--- src/rtl/stage_cfg_pkg.sv ---
// Purpose: shared constants, types and reset values of the stage axis configuration logic
// Assumes: 10 MHz clock, 32-bit register port with byte offsets
// Notes:   all state of the main module is one packed struct declared here
//
// What this block does
// - master addresses at most eight axes, 0..7
// - show axis count four seconds, then dot flashes
// - driver indicator flashes when linked without fault
// - indicator steady when master absent or faulty
// - hex divide switch decoded through fixed table
// - divide defaults to twenty divisions
// - host divide-change command is ignored
// - host talks only over selected interface
// - network address and mask have fixed defaults
// - power-up profile chosen by stored select, default 1
// - profile holds min, max, ramp; ramp 1..1000
// - legacy pulse mode or native length mode
// - output polarity follows stored output-level setting
// - display enable switches display and indicators
// - disabled display still lights on abnormal condition
// - serial handshake uses rts/cts when enabled
package stage_cfg_pkg;

  // timing
  localparam int unsigned CLK_HZ          = 10_000_000;          // system clock rate
  localparam int unsigned SHOW_TIME_MS    = 4000;                // axis count display time
  localparam int unsigned SHOW_CYCLES     = SHOW_TIME_MS * (CLK_HZ / 1000);
  localparam int unsigned FLASH_HALF_MS   = 250;                 // flash half period
  localparam int unsigned FLASH_CYCLES    = FLASH_HALF_MS * (CLK_HZ / 1000);

  // sizes
  localparam int unsigned MAX_AXES        = 8;                   // link addresses 0..7
  localparam int unsigned IO_WIDTH        = 4;                   // general output pins

  // register byte offsets
  localparam logic [7:0] OFS_CTRL         = 8'h00;               // configuration bits
  localparam logic [7:0] OFS_IP           = 8'h04;               // network address
  localparam logic [7:0] OFS_MASK         = 8'h08;               // subnet mask
  localparam logic [7:0] OFS_LOAD         = 8'h0c;               // reload active profile
  localparam logic [7:0] OFS_STATUS       = 8'h10;               // read-only status
  localparam logic [7:0] OFS_DIVCMD       = 8'h14;               // host divide command
  localparam logic [1:0] PROF_PAGE        = 2'h1;                // addr[7:6] of profiles
  localparam logic [1:0] FLD_MIN          = 2'h0;                // addr[3:2] minimum speed
  localparam logic [1:0] FLD_MAX          = 2'h1;                // addr[3:2] maximum speed
  localparam logic [1:0] FLD_RAMP         = 2'h2;                // addr[3:2] ramp time

  // host interface codes
  localparam logic [1:0] LINK_SERIAL      = 2'h0;
  localparam logic [1:0] LINK_USB         = 2'h1;
  localparam logic [1:0] LINK_ETH         = 2'h2;

  // value limits and defaults
  localparam logic [15:0] RAMP_LO         = 16'h0001;            // 1 ms
  localparam logic [15:0] RAMP_HI         = 16'h03e8;            // 1000 ms
  localparam logic [15:0] RAMP_DEF        = 16'h00c8;            // 200 ms
  localparam logic [31:0] IP_DEF          = 32'hc0a8_0001;       // 192.168.0.1
  localparam logic [31:0] MASK_DEF        = 32'hffff_ff00;       // 255.255.255.0
  localparam logic [7:0]  DIV_DEF         = 8'h14;               // 20 divisions
  localparam logic [3:0]  DIV_CODE_BAD    = 4'h2;                // unusable switch code

  // divide table, index 15 first
  localparam logic [15:0][7:0] DIV_TABLE  = '{8'hfa, 8'hc8, 8'h7d, 8'h64,
                                              8'h50, 8'h32, 8'h28, 8'h19,
                                              8'h14, 8'h0a, 8'h08, 8'h05,
                                              8'h04, 8'h00, 8'h02, 8'h01};

  // boot sequence of the master display
  typedef enum logic [1:0] {ST_BOOT, ST_SHOW, ST_RUN} boot_t;

  // stored configuration bits, register layout msb first
  typedef struct packed {
    logic [1:0] speed_sel;                // profile 1..4 as 0..3
    logic       display_enable;           // display and indicators on
    logic       idle_low;                 // outputs idle low, active high
    logic       legacy_pulse_unit_mode;   // legacy pulse unit mode
    logic       serial_handshake_enable;  // rts/cts on serial link
    logic [1:0] host_link_choice;         // selected host interface
  } cfg_t;

  // one speed profile
  typedef struct packed {
    logic [31:0] min_speed;
    logic [31:0] max_speed;
    logic [15:0] ramp_ms;
  } profile_t;

  // whole state of the main module
  typedef struct packed {
    cfg_t                 cfg;
    logic [31:0]          ip;
    logic [31:0]          mask;
    profile_t [3:0]       prof;
    profile_t             active;
    boot_t                boot;
    logic [31:0]          cnt;
    logic [31:0]          flash_cnt;
    logic                 flash;
    logic [31:0]          rdata;
    logic [3:0]           seg_count;
    logic                 seg_on;
    logic                 dot_on;
    logic                 driver_led;
    logic                 motor_enable;
    logic [7:0]           divide_value;
    logic [IO_WIDTH-1:0]  io_pin;
  } state_t;

  localparam cfg_t CFG_DEF = '{speed_sel: 2'h0, display_enable: 1'b1, idle_low: 1'b0,
                               legacy_pulse_unit_mode: 1'b0, serial_handshake_enable: 1'b1,
                               host_link_choice: LINK_SERIAL};

  localparam profile_t [3:0] PROF_DEF = '{
    '{32'h0001_86a0, 32'h000f_4240, RAMP_DEF},
    '{32'h0001_1170, 32'h000a_ae60, RAMP_DEF},
    '{32'h0000_7530, 32'h0004_93e0, RAMP_DEF},
    '{32'h0000_2710, 32'h0001_86a0, RAMP_DEF}};

endpackage : stage_cfg_pkg

--- src/rtl/divide_decode.sv ---
// Purpose: decode of the stepper unit hex divide switch
// Assumes: switch level is synchronous to the clock
// Notes:   purely combinational; the caller registers the result
`timescale 1ns/1ps
`default_nettype none
module divide_decode
(
  input  wire logic [3:0] code,      // hex switch position
  output logic      [7:0] divide,    // divisions per full step
  output logic            unusable   // switch on the unusable position
);

  // table lookup of the divide value
  always_comb
  begin
    divide   = stage_cfg_pkg::DIV_TABLE[code];
    unusable = (code == stage_cfg_pkg::DIV_CODE_BAD);
  end

endmodule : divide_decode
`default_nettype wire

--- src/rtl/stage_axis_config_logic.sv ---
// Purpose: stored settings, boot display, indicators and divide decode of the stage controller
// Assumes: all inputs synchronous to clk; register port answers reads one cycle later
// Notes:   all state sits in one packed struct, filled by one comb process
//
// The address map and strobed register access are this design's own decisions.
`timescale 1ns/1ps
`default_nettype none
module stage_axis_config_logic
#(
  parameter int unsigned SHOW_CYCLES  = stage_cfg_pkg::SHOW_CYCLES,   // count display time
  parameter int unsigned FLASH_CYCLES = stage_cfg_pkg::FLASH_CYCLES   // flash half period
)
(
  input  wire logic                                 clk,
  input  wire logic                                 reset_n,
  input  wire logic [7:0]                           addr,
  input  wire logic [31:0]                          wdata,
  input  wire logic                                 wr,
  input  wire logic                                 rd,
  output logic      [31:0]                          rdata,
  input  wire logic [stage_cfg_pkg::MAX_AXES-1:0]   axis_present,
  input  wire logic                                 term_seen,
  input  wire logic                                 link_fault,
  input  wire logic                                 master_link_up,
  input  wire logic [3:0]                           divide_switch,
  input  wire logic                                 cts,
  input  wire logic                                 host_rx_ready,
  input  wire logic [stage_cfg_pkg::IO_WIDTH-1:0]   io_active,
  output logic      [3:0]                           seg_count,
  output logic                                      seg_on,
  output logic                                      dot_on,
  output logic                                      driver_led,
  output logic                                      motor_enable,
  output logic      [7:0]                           divide_value,
  output logic      [2:0]                           host_en,
  output logic                                      rts,
  output logic                                      tx_allow,
  output logic      [stage_cfg_pkg::IO_WIDTH-1:0]   io_pin,
  output logic                                      legacy_pulse_unit_mode,
  output stage_cfg_pkg::profile_t                   active_profile,
  output logic      [31:0]                          ip_addr,
  output logic      [31:0]                          net_mask
);

  stage_cfg_pkg::state_t st;        // registered state
  stage_cfg_pkg::state_t next_st;   // next state
  logic [7:0]            dec_divide;  // decoded switch value
  logic                  dec_bad;     // switch on unusable code
  logic                  abnormal;    // any fault or missing terminator
  logic                  healthy;     // local driver linked cleanly
  logic [1:0]            prof_idx;    // profile addressed by the bus
  logic [1:0]            prof_fld;    // field addressed by the bus
  logic                  prof_hit;    // bus address in profile page

  // reset value of the whole state
  localparam stage_cfg_pkg::state_t STATE_RESET = '{
    cfg: stage_cfg_pkg::CFG_DEF, ip: stage_cfg_pkg::IP_DEF, mask: stage_cfg_pkg::MASK_DEF,
    prof: stage_cfg_pkg::PROF_DEF, active: stage_cfg_pkg::PROF_DEF[0],
    boot: stage_cfg_pkg::ST_BOOT, cnt: 32'h0, flash_cnt: 32'h0, flash: 1'b0,
    rdata: 32'h0, seg_count: 4'h0, seg_on: 1'b1, dot_on: 1'b0, driver_led: 1'b1,
    motor_enable: 1'b0, divide_value: stage_cfg_pkg::DIV_DEF, io_pin: '1};

  // number of responding axes over the eight link addresses
  function automatic logic [3:0] count_axes(input logic [stage_cfg_pkg::MAX_AXES-1:0] p);
    logic [3:0] n;
    n = 4'h0;
    for (int i = 0; i < stage_cfg_pkg::MAX_AXES; i++)
    begin
      n = n + {3'h0, p[i]};
    end
    return n;
  endfunction : count_axes

  // switch decode
  divide_decode u_divide_decode
  (
    .code     (divide_switch),
    .divide   (dec_divide),
    .unusable (dec_bad)
  );

  // address split of the profile page
  assign prof_hit = (addr[7:6] == stage_cfg_pkg::PROF_PAGE);
  assign prof_idx = addr[5:4];
  assign prof_fld = addr[3:2];

  // condition flags
  assign abnormal = link_fault || dec_bad || !term_seen;
  assign healthy  = master_link_up && !link_fault && !dec_bad;

  // next state
  always_comb
  begin
    next_st       = st;
    next_st.rdata = 32'h0;
    // register reads, unmapped reads give zero
    if (rd)
    begin
      if (prof_hit)
      begin
        case (prof_fld)
          stage_cfg_pkg::FLD_MIN:  next_st.rdata = st.prof[prof_idx].min_speed;
          stage_cfg_pkg::FLD_MAX:  next_st.rdata = st.prof[prof_idx].max_speed;
          stage_cfg_pkg::FLD_RAMP: next_st.rdata = {16'h0, st.prof[prof_idx].ramp_ms};
          default:                 next_st.rdata = 32'h0;
        endcase
      end
      else
      begin
        case (addr)
          stage_cfg_pkg::OFS_CTRL:   next_st.rdata = {24'h0, st.cfg};
          stage_cfg_pkg::OFS_IP:     next_st.rdata = st.ip;
          stage_cfg_pkg::OFS_MASK:   next_st.rdata = st.mask;
          stage_cfg_pkg::OFS_STATUS: next_st.rdata = {14'h0, st.divide_value,
                                       (st.active.min_speed >= st.active.max_speed),
                                       st.boot, dec_bad, link_fault, term_seen, st.seg_count};
          stage_cfg_pkg::OFS_DIVCMD: next_st.rdata = {24'h0, st.divide_value};
          default:                   next_st.rdata = 32'h0;
        endcase
      end
    end
    // register writes
    if (wr)
    begin
      if (prof_hit)
      begin
        case (prof_fld)
          stage_cfg_pkg::FLD_MIN:  next_st.prof[prof_idx].min_speed = wdata;
          stage_cfg_pkg::FLD_MAX:  next_st.prof[prof_idx].max_speed = wdata;
          stage_cfg_pkg::FLD_RAMP:
          begin
            // out-of-range ramp times are refused
            if (wdata[31:16] == 16'h0 && wdata[15:0] >= stage_cfg_pkg::RAMP_LO
                && wdata[15:0] <= stage_cfg_pkg::RAMP_HI)
            begin
              next_st.prof[prof_idx].ramp_ms = wdata[15:0];
            end
          end
          default: ;
        endcase
      end
      else
      begin
        case (addr)
          stage_cfg_pkg::OFS_CTRL:
          begin
            next_st.cfg = stage_cfg_pkg::cfg_t'(wdata[7:0]);
            // the spare interface code keeps the previous choice
            if (wdata[1:0] == 2'h3)
            begin
              next_st.cfg.host_link_choice = st.cfg.host_link_choice;
            end
          end
          stage_cfg_pkg::OFS_IP:     next_st.ip   = wdata;
          stage_cfg_pkg::OFS_MASK:   next_st.mask = wdata;
          stage_cfg_pkg::OFS_LOAD:   next_st.active = st.prof[st.cfg.speed_sel];
          stage_cfg_pkg::OFS_DIVCMD: ;  // divide follows the switch only
          default: ;
        endcase
      end
    end
    // flash timebase
    if (st.flash_cnt == 32'(FLASH_CYCLES - 1))
    begin
      next_st.flash_cnt = 32'h0;
      next_st.flash     = !st.flash;
    end
    else
    begin
      next_st.flash_cnt = st.flash_cnt + 32'h1;
    end
    // boot sequence of the master display
    case (st.boot)
      stage_cfg_pkg::ST_BOOT:
      begin
        // power-up profile follows the stored select
        next_st.active = st.prof[st.cfg.speed_sel];
        // the link is only usable once the terminator answers
        if (term_seen)
        begin
          next_st.boot = stage_cfg_pkg::ST_SHOW;
          next_st.cnt  = 32'h0;
        end
      end
      stage_cfg_pkg::ST_SHOW:
      begin
        // hold the axis count for the show time
        if (st.cnt == 32'(SHOW_CYCLES - 1))
        begin
          next_st.boot = stage_cfg_pkg::ST_RUN;
          next_st.cnt  = 32'h0;
        end
        else
        begin
          next_st.cnt = st.cnt + 32'h1;
        end
      end
      stage_cfg_pkg::ST_RUN: ;
      default: next_st.boot = stage_cfg_pkg::ST_BOOT;
    endcase
    // display and indicators
    next_st.seg_count = count_axes(axis_present);
    next_st.seg_on    = st.cfg.display_enable || abnormal;
    next_st.dot_on    = (st.boot == stage_cfg_pkg::ST_RUN) && st.flash
                        && (st.cfg.display_enable || abnormal);
    if (healthy)
    begin
      next_st.driver_led = st.flash && st.cfg.display_enable;
    end
    else
    begin
      next_st.driver_led = 1'b1;
    end
    // motor and divide
    next_st.motor_enable = master_link_up && !dec_bad;
    next_st.divide_value = dec_divide;
    // output polarity
    next_st.io_pin = st.cfg.idle_low ? io_active : ~io_active;
  end

  // state register
  always_ff @(posedge clk or negedge reset_n)
  begin
    if (!reset_n)
    begin
      st <= STATE_RESET;   // defaults incl. address, mask and divide
    end
    else
    begin
      st <= next_st;
    end
  end

  // outputs from state
  assign rdata                  = st.rdata;
  assign seg_count              = st.seg_count;
  assign seg_on                 = st.seg_on;
  assign dot_on                 = st.dot_on;
  assign driver_led             = st.driver_led;
  assign motor_enable           = st.motor_enable;
  assign divide_value           = st.divide_value;
  assign io_pin                 = st.io_pin;
  assign legacy_pulse_unit_mode = st.cfg.legacy_pulse_unit_mode;
  assign active_profile         = st.active;
  assign ip_addr                = st.ip;
  assign net_mask               = st.mask;

  // host interface enables, exactly one at a time
  assign host_en = {st.cfg.host_link_choice == stage_cfg_pkg::LINK_ETH,
                    st.cfg.host_link_choice == stage_cfg_pkg::LINK_USB,
                    st.cfg.host_link_choice == stage_cfg_pkg::LINK_SERIAL};

  // serial handshake
  assign rts      = st.cfg.serial_handshake_enable ? host_rx_ready : 1'b1;
  assign tx_allow = !st.cfg.serial_handshake_enable || cts;
endmodule : stage_axis_config_logic
`default_nettype wire

--- config.mk ---
export PLATFORM = sky130hd
export DESIGN_NAME = stage_axis_config_logic
export DESIGN_NICKNAME = d
export VERILOG_FILES = /design/src/rtl/stage_cfg_pkg.sv /design/src/rtl/divide_decode.sv /design/src/rtl/stage_axis_config_logic.sv
export SDC_FILE = /design/constraint.sdc
export NUM_CORES = 1
export LEC_CHECK = 0
export BUFFER_PORTS_ARGS = -buffer_cell sky130_fd_sc_hd__buf_2
export CAP_MARGIN = 20
export CORE_AREA = 2 2 263 265
export CTS_CLUSTER_DIAMETER = 150
export CTS_CLUSTER_SIZE = 20
export DETAILED_ROUTE_END_ITERATION = 12
export DIE_AREA = 0 0 265 267
export GPL_TIMING_DRIVEN = 0
export SLEW_MARGIN = 25
export SYNTH_ARGS = -nofsm -noshare
export SYNTH_HDL_FRONTEND = slang
export SYNTH_SLANG_ARGS = --single-unit
--- constraint.sdc ---
create_clock -name clk -period 2.5 [get_ports clk]
set_input_delay 0.125 -clock clk [delete_from_list [all_inputs] [get_ports clk]]
set_output_delay 0.125 -clock clk [all_outputs]
set_load 0.02 [all_outputs]
==> results of run 1 <==
[cell usage after synthesis, drive strengths merged, types with 5 or more instances]
| cell type | number | area share [%] |
|---|---|---|
| and3 | 10 | 0.21 |
| dfstp | 120 | 10 |
| nor2b | 25 | 0.52 |
| inv | 54 | 0.67 |
| a21oi | 40 | 0.66 |
| nor2 | 70 | 0.97 |
| mux2 | 151 | 5.6 |
| nor3 | 14 | 0.27 |
| a222oi | 18 | 0.60 |
| buf | 274 | 6.4 |
| nand3 | 26 | 0.43 |
| a22oi | 26 | 0.65 |
| or3 | 5 | 0.10 |
| a31oi | 11 | 0.23 |
| o211ai | 5 | 0.12 |
| xnor2 | 23 | 0.67 |
| mux4 | 160 | 12 |
| and2 | 35 | 0.72 |
| o2bb2ai | 132 | 3.9 |
| o21a | 12 | 0.30 |
| nand2 | 272 | 3.4 |
| and4 | 8 | 0.23 |
| nand4 | 32 | 0.71 |
| clkbuf | 82 | 1.0 |
| xor2 | 20 | 0.58 |
| dfrtp | 471 | 39 |
| o21ai | 180 | 3.0 |
| a22o | 60 | 1.7 |
| nand2b | 39 | 0.81 |
| or2 | 5 | 0.10 |
| nor4 | 16 | 0.33 |
| ha | 48 | 2.0 |
[stage by stage]
step,area [µm²],util [%],worst slack (ps)
after detailed placement,32900,48.3,-837
after global placement,32700,48.0,-10730
after floorplan,30300,-,7.26
final,34400,50.6,-21.6
after CTS,34300,50.5,8.04
after global routing,34400,50.6,-14.9
[layer usage]
metal	vias up	GRT usage, %	wire length [µm]
met5	-	0	80
met4	12	9.62	3680
met3	208	7.86	10200
met2	1112	44.5	46700
met1	11689	38.7	40900
li1	9625	-	-
[cells by family (layout without fill, tap and decap cells)]
| group | after synthesis | after routing | share of synthesized area [%] |
|---|---|---|---|
| flip-flops | 591 | 591 | 49.4 |
| buffers and inverters | 410 | 779 | 8.09 |
| XOR/XNOR | 43 | 43 | 1.24 |
| AND/OR/NAND/NOR | 566 | 566 | 9.09 |
| multiplexers | 313 | 313 | 17.6 |
| AO/OA/AOI/OAI | 516 | 516 | 12.4 |
| adder cells (fa/ha/maj) | 52 | 52 | 2.25 |
[how the worst min path moves through the flow]
stage / from / end / cells after the start
global route: wdata[11] / net_mask[11] / 2
detailed placement: reset_n / st[112] / 1
finish: wdata[11] / flop / 3
floorplan: reset_n / async pin / 0
global placement: io_active[0] / io_pin[0] / 2
CTS: wdata[11] / flop / 3
[worst min-delay path, stage by stage]
cell     delay [ps]
buf_2           210
nand2_1         170
o21ai_0          90
[area by class of cell]
class | instances | area [µm²]
buffer | 356 | 2320
clock buffer | 60 | 991
clock inverter | 3 | 36.3
fill | 6056 | 33600
inverter | 54 | 203
multi-input combinational | 1490 | 12900
sequential | 591 | 14900
tap | 882 | 1100
timing repair buffer | 306 | 1900
[report_power, final]
part	total, W	switching, W	internal [W]
clock network	0.00620	0.00344	0.00276
registers	0.0104	0.000363	0.0101
logic	0.00249	0.00145	0.00104
total	0.0191	0.00525	0.0139
[timing repair]
| action | CTS | global route |
|---|---|---|
| gates resized for setup | 22 | 44 |
| setup buffers | 0 | 2 |
| hold buffers | 37 | 0 |
| setup endpoints to repair | 91 | 155 |
| endpoints found under the hold margin | 501 | 0 |
==> impl_metrics.env, run 1 <==
export IMPL_ios=267
export IMPL_outcome="finished with violations"
export IMPL_fin_worst_skew_ps=25.2
export IMPL_gp_congestion=0.893
export IMPL_cp_top_family="simple AND/OR/NAND/NOR gates"
export IMPL_cp_cell_sequence="dlygate4sd3_1, buf_2, or4_4, nor3_4, nand4_4, a21boi_4, nand2_2, clkbuf_2, o21ai_0"
export IMPL_rsz0062_at_grt="yes"
export IMPL_dp_cells=3640
export IMPL_synth_nets=2608
export IMPL_hold_viol_final=0
export IMPL_h_tree_depth=2
export IMPL_cts_buffers=35
export IMPL_syn_to_final_growth_pct=13.7
export IMPL_fin_ws_ps=-21.6
export IMPL_drive_gt1_share_pct=36.4
export IMPL_root_buffer="clkbuf_16"
export IMPL_finalMaxSlewViolations=0
export IMPL_syn_area_mm2=0.0303
export IMPL_fp_dieW_um=265
export IMPL_cts_tree="built"
export IMPL_slowest_stage="dlygate4sd3_1"
export IMPL_yosys_most_used_dff="dfrtp_1"
export IMPL_arrival_ps=3010
export IMPL_finalWirelength_mm=102
export IMPL_via_per_inst=6.05
export IMPL_antenna_left=0
export IMPL_drt_first_pass_iters=6
export IMPL_period_minus_slack_ps=2520
export IMPL_setup_tns_ps=-22.1
export IMPL_mostFrequentLayoutCells="470 x dfrtp_1, 308 x buf_2, 268 x nand2_1, 204 x buf_4, 177 x o21ai_0"
export IMPL_diodes=0
export IMPL_ff2ff_path_depth=5
export IMPL_async_flop_share_pct=100
export IMPL_crit_required_ps=2990
export IMPL_hp_class="input port to flop"
export IMPL_cp_buffers_inverters=3
export IMPL_synth_cell_types=67
export IMPL_drc_errors=0
export IMPL_cp_depth=9
export IMPL_portBuffers=260
export IMPL_fin_nets=2951
export IMPL_grt_max_degree=97
export IMPL_antenna_found_initial=8
export IMPL_path_max_fanout=10
export IMPL_timing_hold_ws_ps=31.4
export IMPL_path_class="input port to flop"
export IMPL_p_leak_nw=15.5
export IMPL_grt_overflow_total=0
export IMPL_rows=96
export IMPL_num_vias=22646
export IMPL_initial_core_util_pct=44.5
export IMPL_p_per_area_mw_per_mm2=556
export IMPL_power_w=0.0191
export IMPL_finalCritPeriodShare_pct=101
export IMPL_instances_no_fill=3742
export IMPL_routedWlPerCell_um=27.1
export IMPL_cts_sinks=591
export IMPL_max_cap_viol_count=0
export IMPL_critPathLaunch="wdata[28]"
export IMPL_core_area_mm2=0.0680
export IMPL_die_h_um=267
export IMPL_synth_edf_count=0
export IMPL_grt_pass1_wl_mm=150
export IMPL_violations="setup timing"
export IMPL_synth_seq_area_share_pct=49.4
export IMPL_layout_cells_most_common="dfrtp_1"
export IMPL_cts_max_path_buffers=3
export IMPL_synth_seq_cells=591
export IMPL_endpoint_kind="flop"
export IMPL_timing_fmax_mhz=397
export IMPL_regToRegStartpoint="st[589]"
export IMPL_grt_pass1_vias=22875
export IMPL_ys_warnings_count=0
export IMPL_clk_pin_slew_ps=90
export IMPL_dpl_hpwl_mm=74.1
export IMPL_avgSynthCellArea_um2=12.1
export IMPL_grt_usage_pct=28.6
export IMPL_cpPeakStageDelay_ps=530
export IMPL_ir_drop_uv=506
export IMPL_tightest_slew_ps=1090
export IMPL_relSlewSlack_pct=27.4
export IMPL_dr_first_iter_drc_count=2404
export IMPL_dieArea_mm2=0.0708
export IMPL_setup_viol=2
export IMPL_clk_latency_ps=600
export IMPL_worstSetupStartpointType="input port"
export IMPL_rr_endpoint="active_profile[45]"
export IMPL_syn_inst=2491
export IMPL_r2r_setup_slack_ps=80
Power figures use the tool's default switching activity.
==> inputs of run 2 (changes only) <==
- CORE_AREA: 2 2 263 265 -> 8 8 269 271
- DIE_AREA: 0 0 265 267 -> 0 0 277 279
==> impl_metrics.env, run 2 (same netlist as run 1, synthesis figures left out) <==
export IMPL_hold_viol_final=0
export IMPL_drc_errors=0
export IMPL_grt_pass1_wl_mm=154
export IMPL_ios=267
export IMPL_ir_drop_uv=358
export IMPL_layout_cells_most_common="dfrtp_1"
export IMPL_antenna_left=0
export IMPL_arrival_ps=2920
export IMPL_rows=96
export IMPL_p_leak_nw=15.5
export IMPL_cts_sinks=591
export IMPL_portBuffers=260
export IMPL_routedWlPerCell_um=27.8
export IMPL_drt_first_pass_iters=8
export IMPL_place_ws_ps=-846
export IMPL_drive_gt1_share_pct=36.2
export IMPL_num_vias=22846
export IMPL_p_per_area_mw_per_mm2=556
export IMPL_dpl_hpwl_mm=75.5
export IMPL_syn_to_final_growth_pct=13.7
export IMPL_tightest_slew_ps=944
export IMPL_path_max_fanout=10
export IMPL_finalMaxSlewViolations=0
export IMPL_rsz0062_at_grt="no"
export IMPL_outcome="completed"
export IMPL_clk_latency_ps=600
export IMPL_mostFrequentLayoutCells="471 x dfrtp_1, 311 x buf_2, 268 x nand2_1, 202 x buf_4, 177 x o21ai_0"
export IMPL_die_h_um=279
export IMPL_via_per_inst=6.10
export IMPL_fin_ws_ps=26.1
export IMPL_timing_fmax_mhz=404
export IMPL_clk_pin_slew_ps=90
export IMPL_r2r_setup_slack_ps=110
export IMPL_dr_first_iter_drc_count=2483
export IMPL_max_cap_viol_count=0
export IMPL_finalCritPeriodShare_pct=99.0
export IMPL_post_cts_setup_buffers=0
export IMPL_antenna_found_initial=8
export IMPL_endpoint_kind="flop"
export IMPL_grt_overflow_total=0
export IMPL_initial_core_util_pct=44.5
export IMPL_core_area_mm2=0.0680
export IMPL_fin_worst_skew_ps=27.6
export IMPL_instances_no_fill=3745
export IMPL_critPathLaunch="addr[4]"
export IMPL_grt_usage_pct=26.3
export IMPL_h_tree_depth=2
export IMPL_ff2ff_path_depth=7
export IMPL_relSlewSlack_pct=37.1
export IMPL_cp_cell_sequence="buf_4, clkbuf_2, buf_2, mux4_2, a222oi_1, o21ai_0, o211ai_1, nor2_1"
export IMPL_cts_buffers=35
export IMPL_dp_cells=3640
export IMPL_grt_pass1_vias=23120
export IMPL_slowest_stage="buf_2"
export IMPL_path_class="input port to flop"
export IMPL_period_minus_slack_ps=2470
export IMPL_num_fill_cells=6011
export IMPL_cts_max_path_buffers=3
export IMPL_worstSetupStartpointType="input port"
export IMPL_cp_top_family="buffers and inverters"
export IMPL_rr_endpoint="rdata[9]"
export IMPL_regToRegStartpoint="active_profile[47]"
export IMPL_hp_class="input port to flop"
export IMPL_root_buffer="clkbuf_16"
export IMPL_gp_congestion=0.893
export IMPL_dieArea_mm2=0.0773
export IMPL_fin_nets=2953
export IMPL_endpoint="rdata[9]"
export IMPL_finalWirelength_mm=104
export IMPL_cpPeakStageDelay_ps=480
export IMPL_cp_depth=8
export IMPL_cp_buffers_inverters=3
export IMPL_setup_viol=0
export IMPL_crit_required_ps=2950
export IMPL_grt_max_degree=94
export IMPL_fp_dieW_um=277
export IMPL_cts_tree="built"
run 2: changes by cell type in the layout (fill, tap and decap cells not counted), sizes merged:
cell	delta
buf	-1
clkbuf	+1
clkdlybuf4s15	-1
clkinv	-1
diode	+2
dlygate4sd3	+4
inv	-1
run 2: worst min-delay path: stages:
cell and delay (ps):
buf_2 210, nand2b_1 180, o2bb2ai_1 70
run 2: power by group:
group | switching (W) | total, W | internal (W)
Clock | 0.00341 | 0.00622 | 0.00280
Sequential | 0.000356 | 0.0104 | 0.0101
Combinational | 0.00145 | 0.00249 | 0.00104
run 2: cell type report:
cell class | count | area [µm²] | area share, %
Clock buffer | 61 | 1020 | 2.95
Multi-Input combinational cell | 1490 | 12900 | 37.5
Timing Repair Buffer | 308 | 1910 | 5.57
Antenna cell | 2 | 5.00 | 0.0146
Inverter | 54 | 203 | 0.589
Tap cell | 882 | 1100 | 3.21
Buffer | 356 | 2310 | 6.71
Sequential cell | 591 | 14900 | 43.4
Clock inverter | 1 | 11.3 | 0.0327
run 2: per-stage QoR:
stage	setup TNS (ps)	utilization (%)	instance area [µm²]	power (W)	hold slack, ps
CTS	0	50.5	34300	0.0192	4.80
finish	0	50.6	34400	0.0191	35.9
global route	0	50.6	34400	0.0198	14.3
floorplan	0	-	30300	0.0119	-171
detailed placement	-131240	48.3	32900	0.0130	185
global placement	-5892870	48.0	32700	0.0129	271
run 2: routing by layer:
metal | GRT usage (%) | wire (µm) | vias to the layer above | part of all wire, %
met2 | 40.1 | 46900 | 1172 | 45
met1 | 35.8 | 43400 | 11823 | 42
met4 | 10.0 | 3860 | 10 | 3.7
met3 | 7.06 | 9860 | 221 | 9.5
met5 | 0 | 68 | - | 0.065
li1 | - | - | 9620 | -
run 2: worst min path at each step:
stage | start | endpoint | slack (ps) | cells after the start
final | wdata[21] | flop | 40 | 3
after global routing | wdata[10] | flop | 10 | 3
after CTS | wdata[21] | flop | 5 | 3
after detailed placement | reset_n | async pin | 180 | 2
after global placement | io_active[3] | io_pin[3] | 270 | 2
after floorplan | reset_n | async pin | -170 | 0
run 2: repair_timing:
action,4_1_cts,5_1_grt
endpoints found under the setup margin,75,118
gates resized for setup,19,44
endpoints found under the hold margin,279,0
hold buffers,41,0
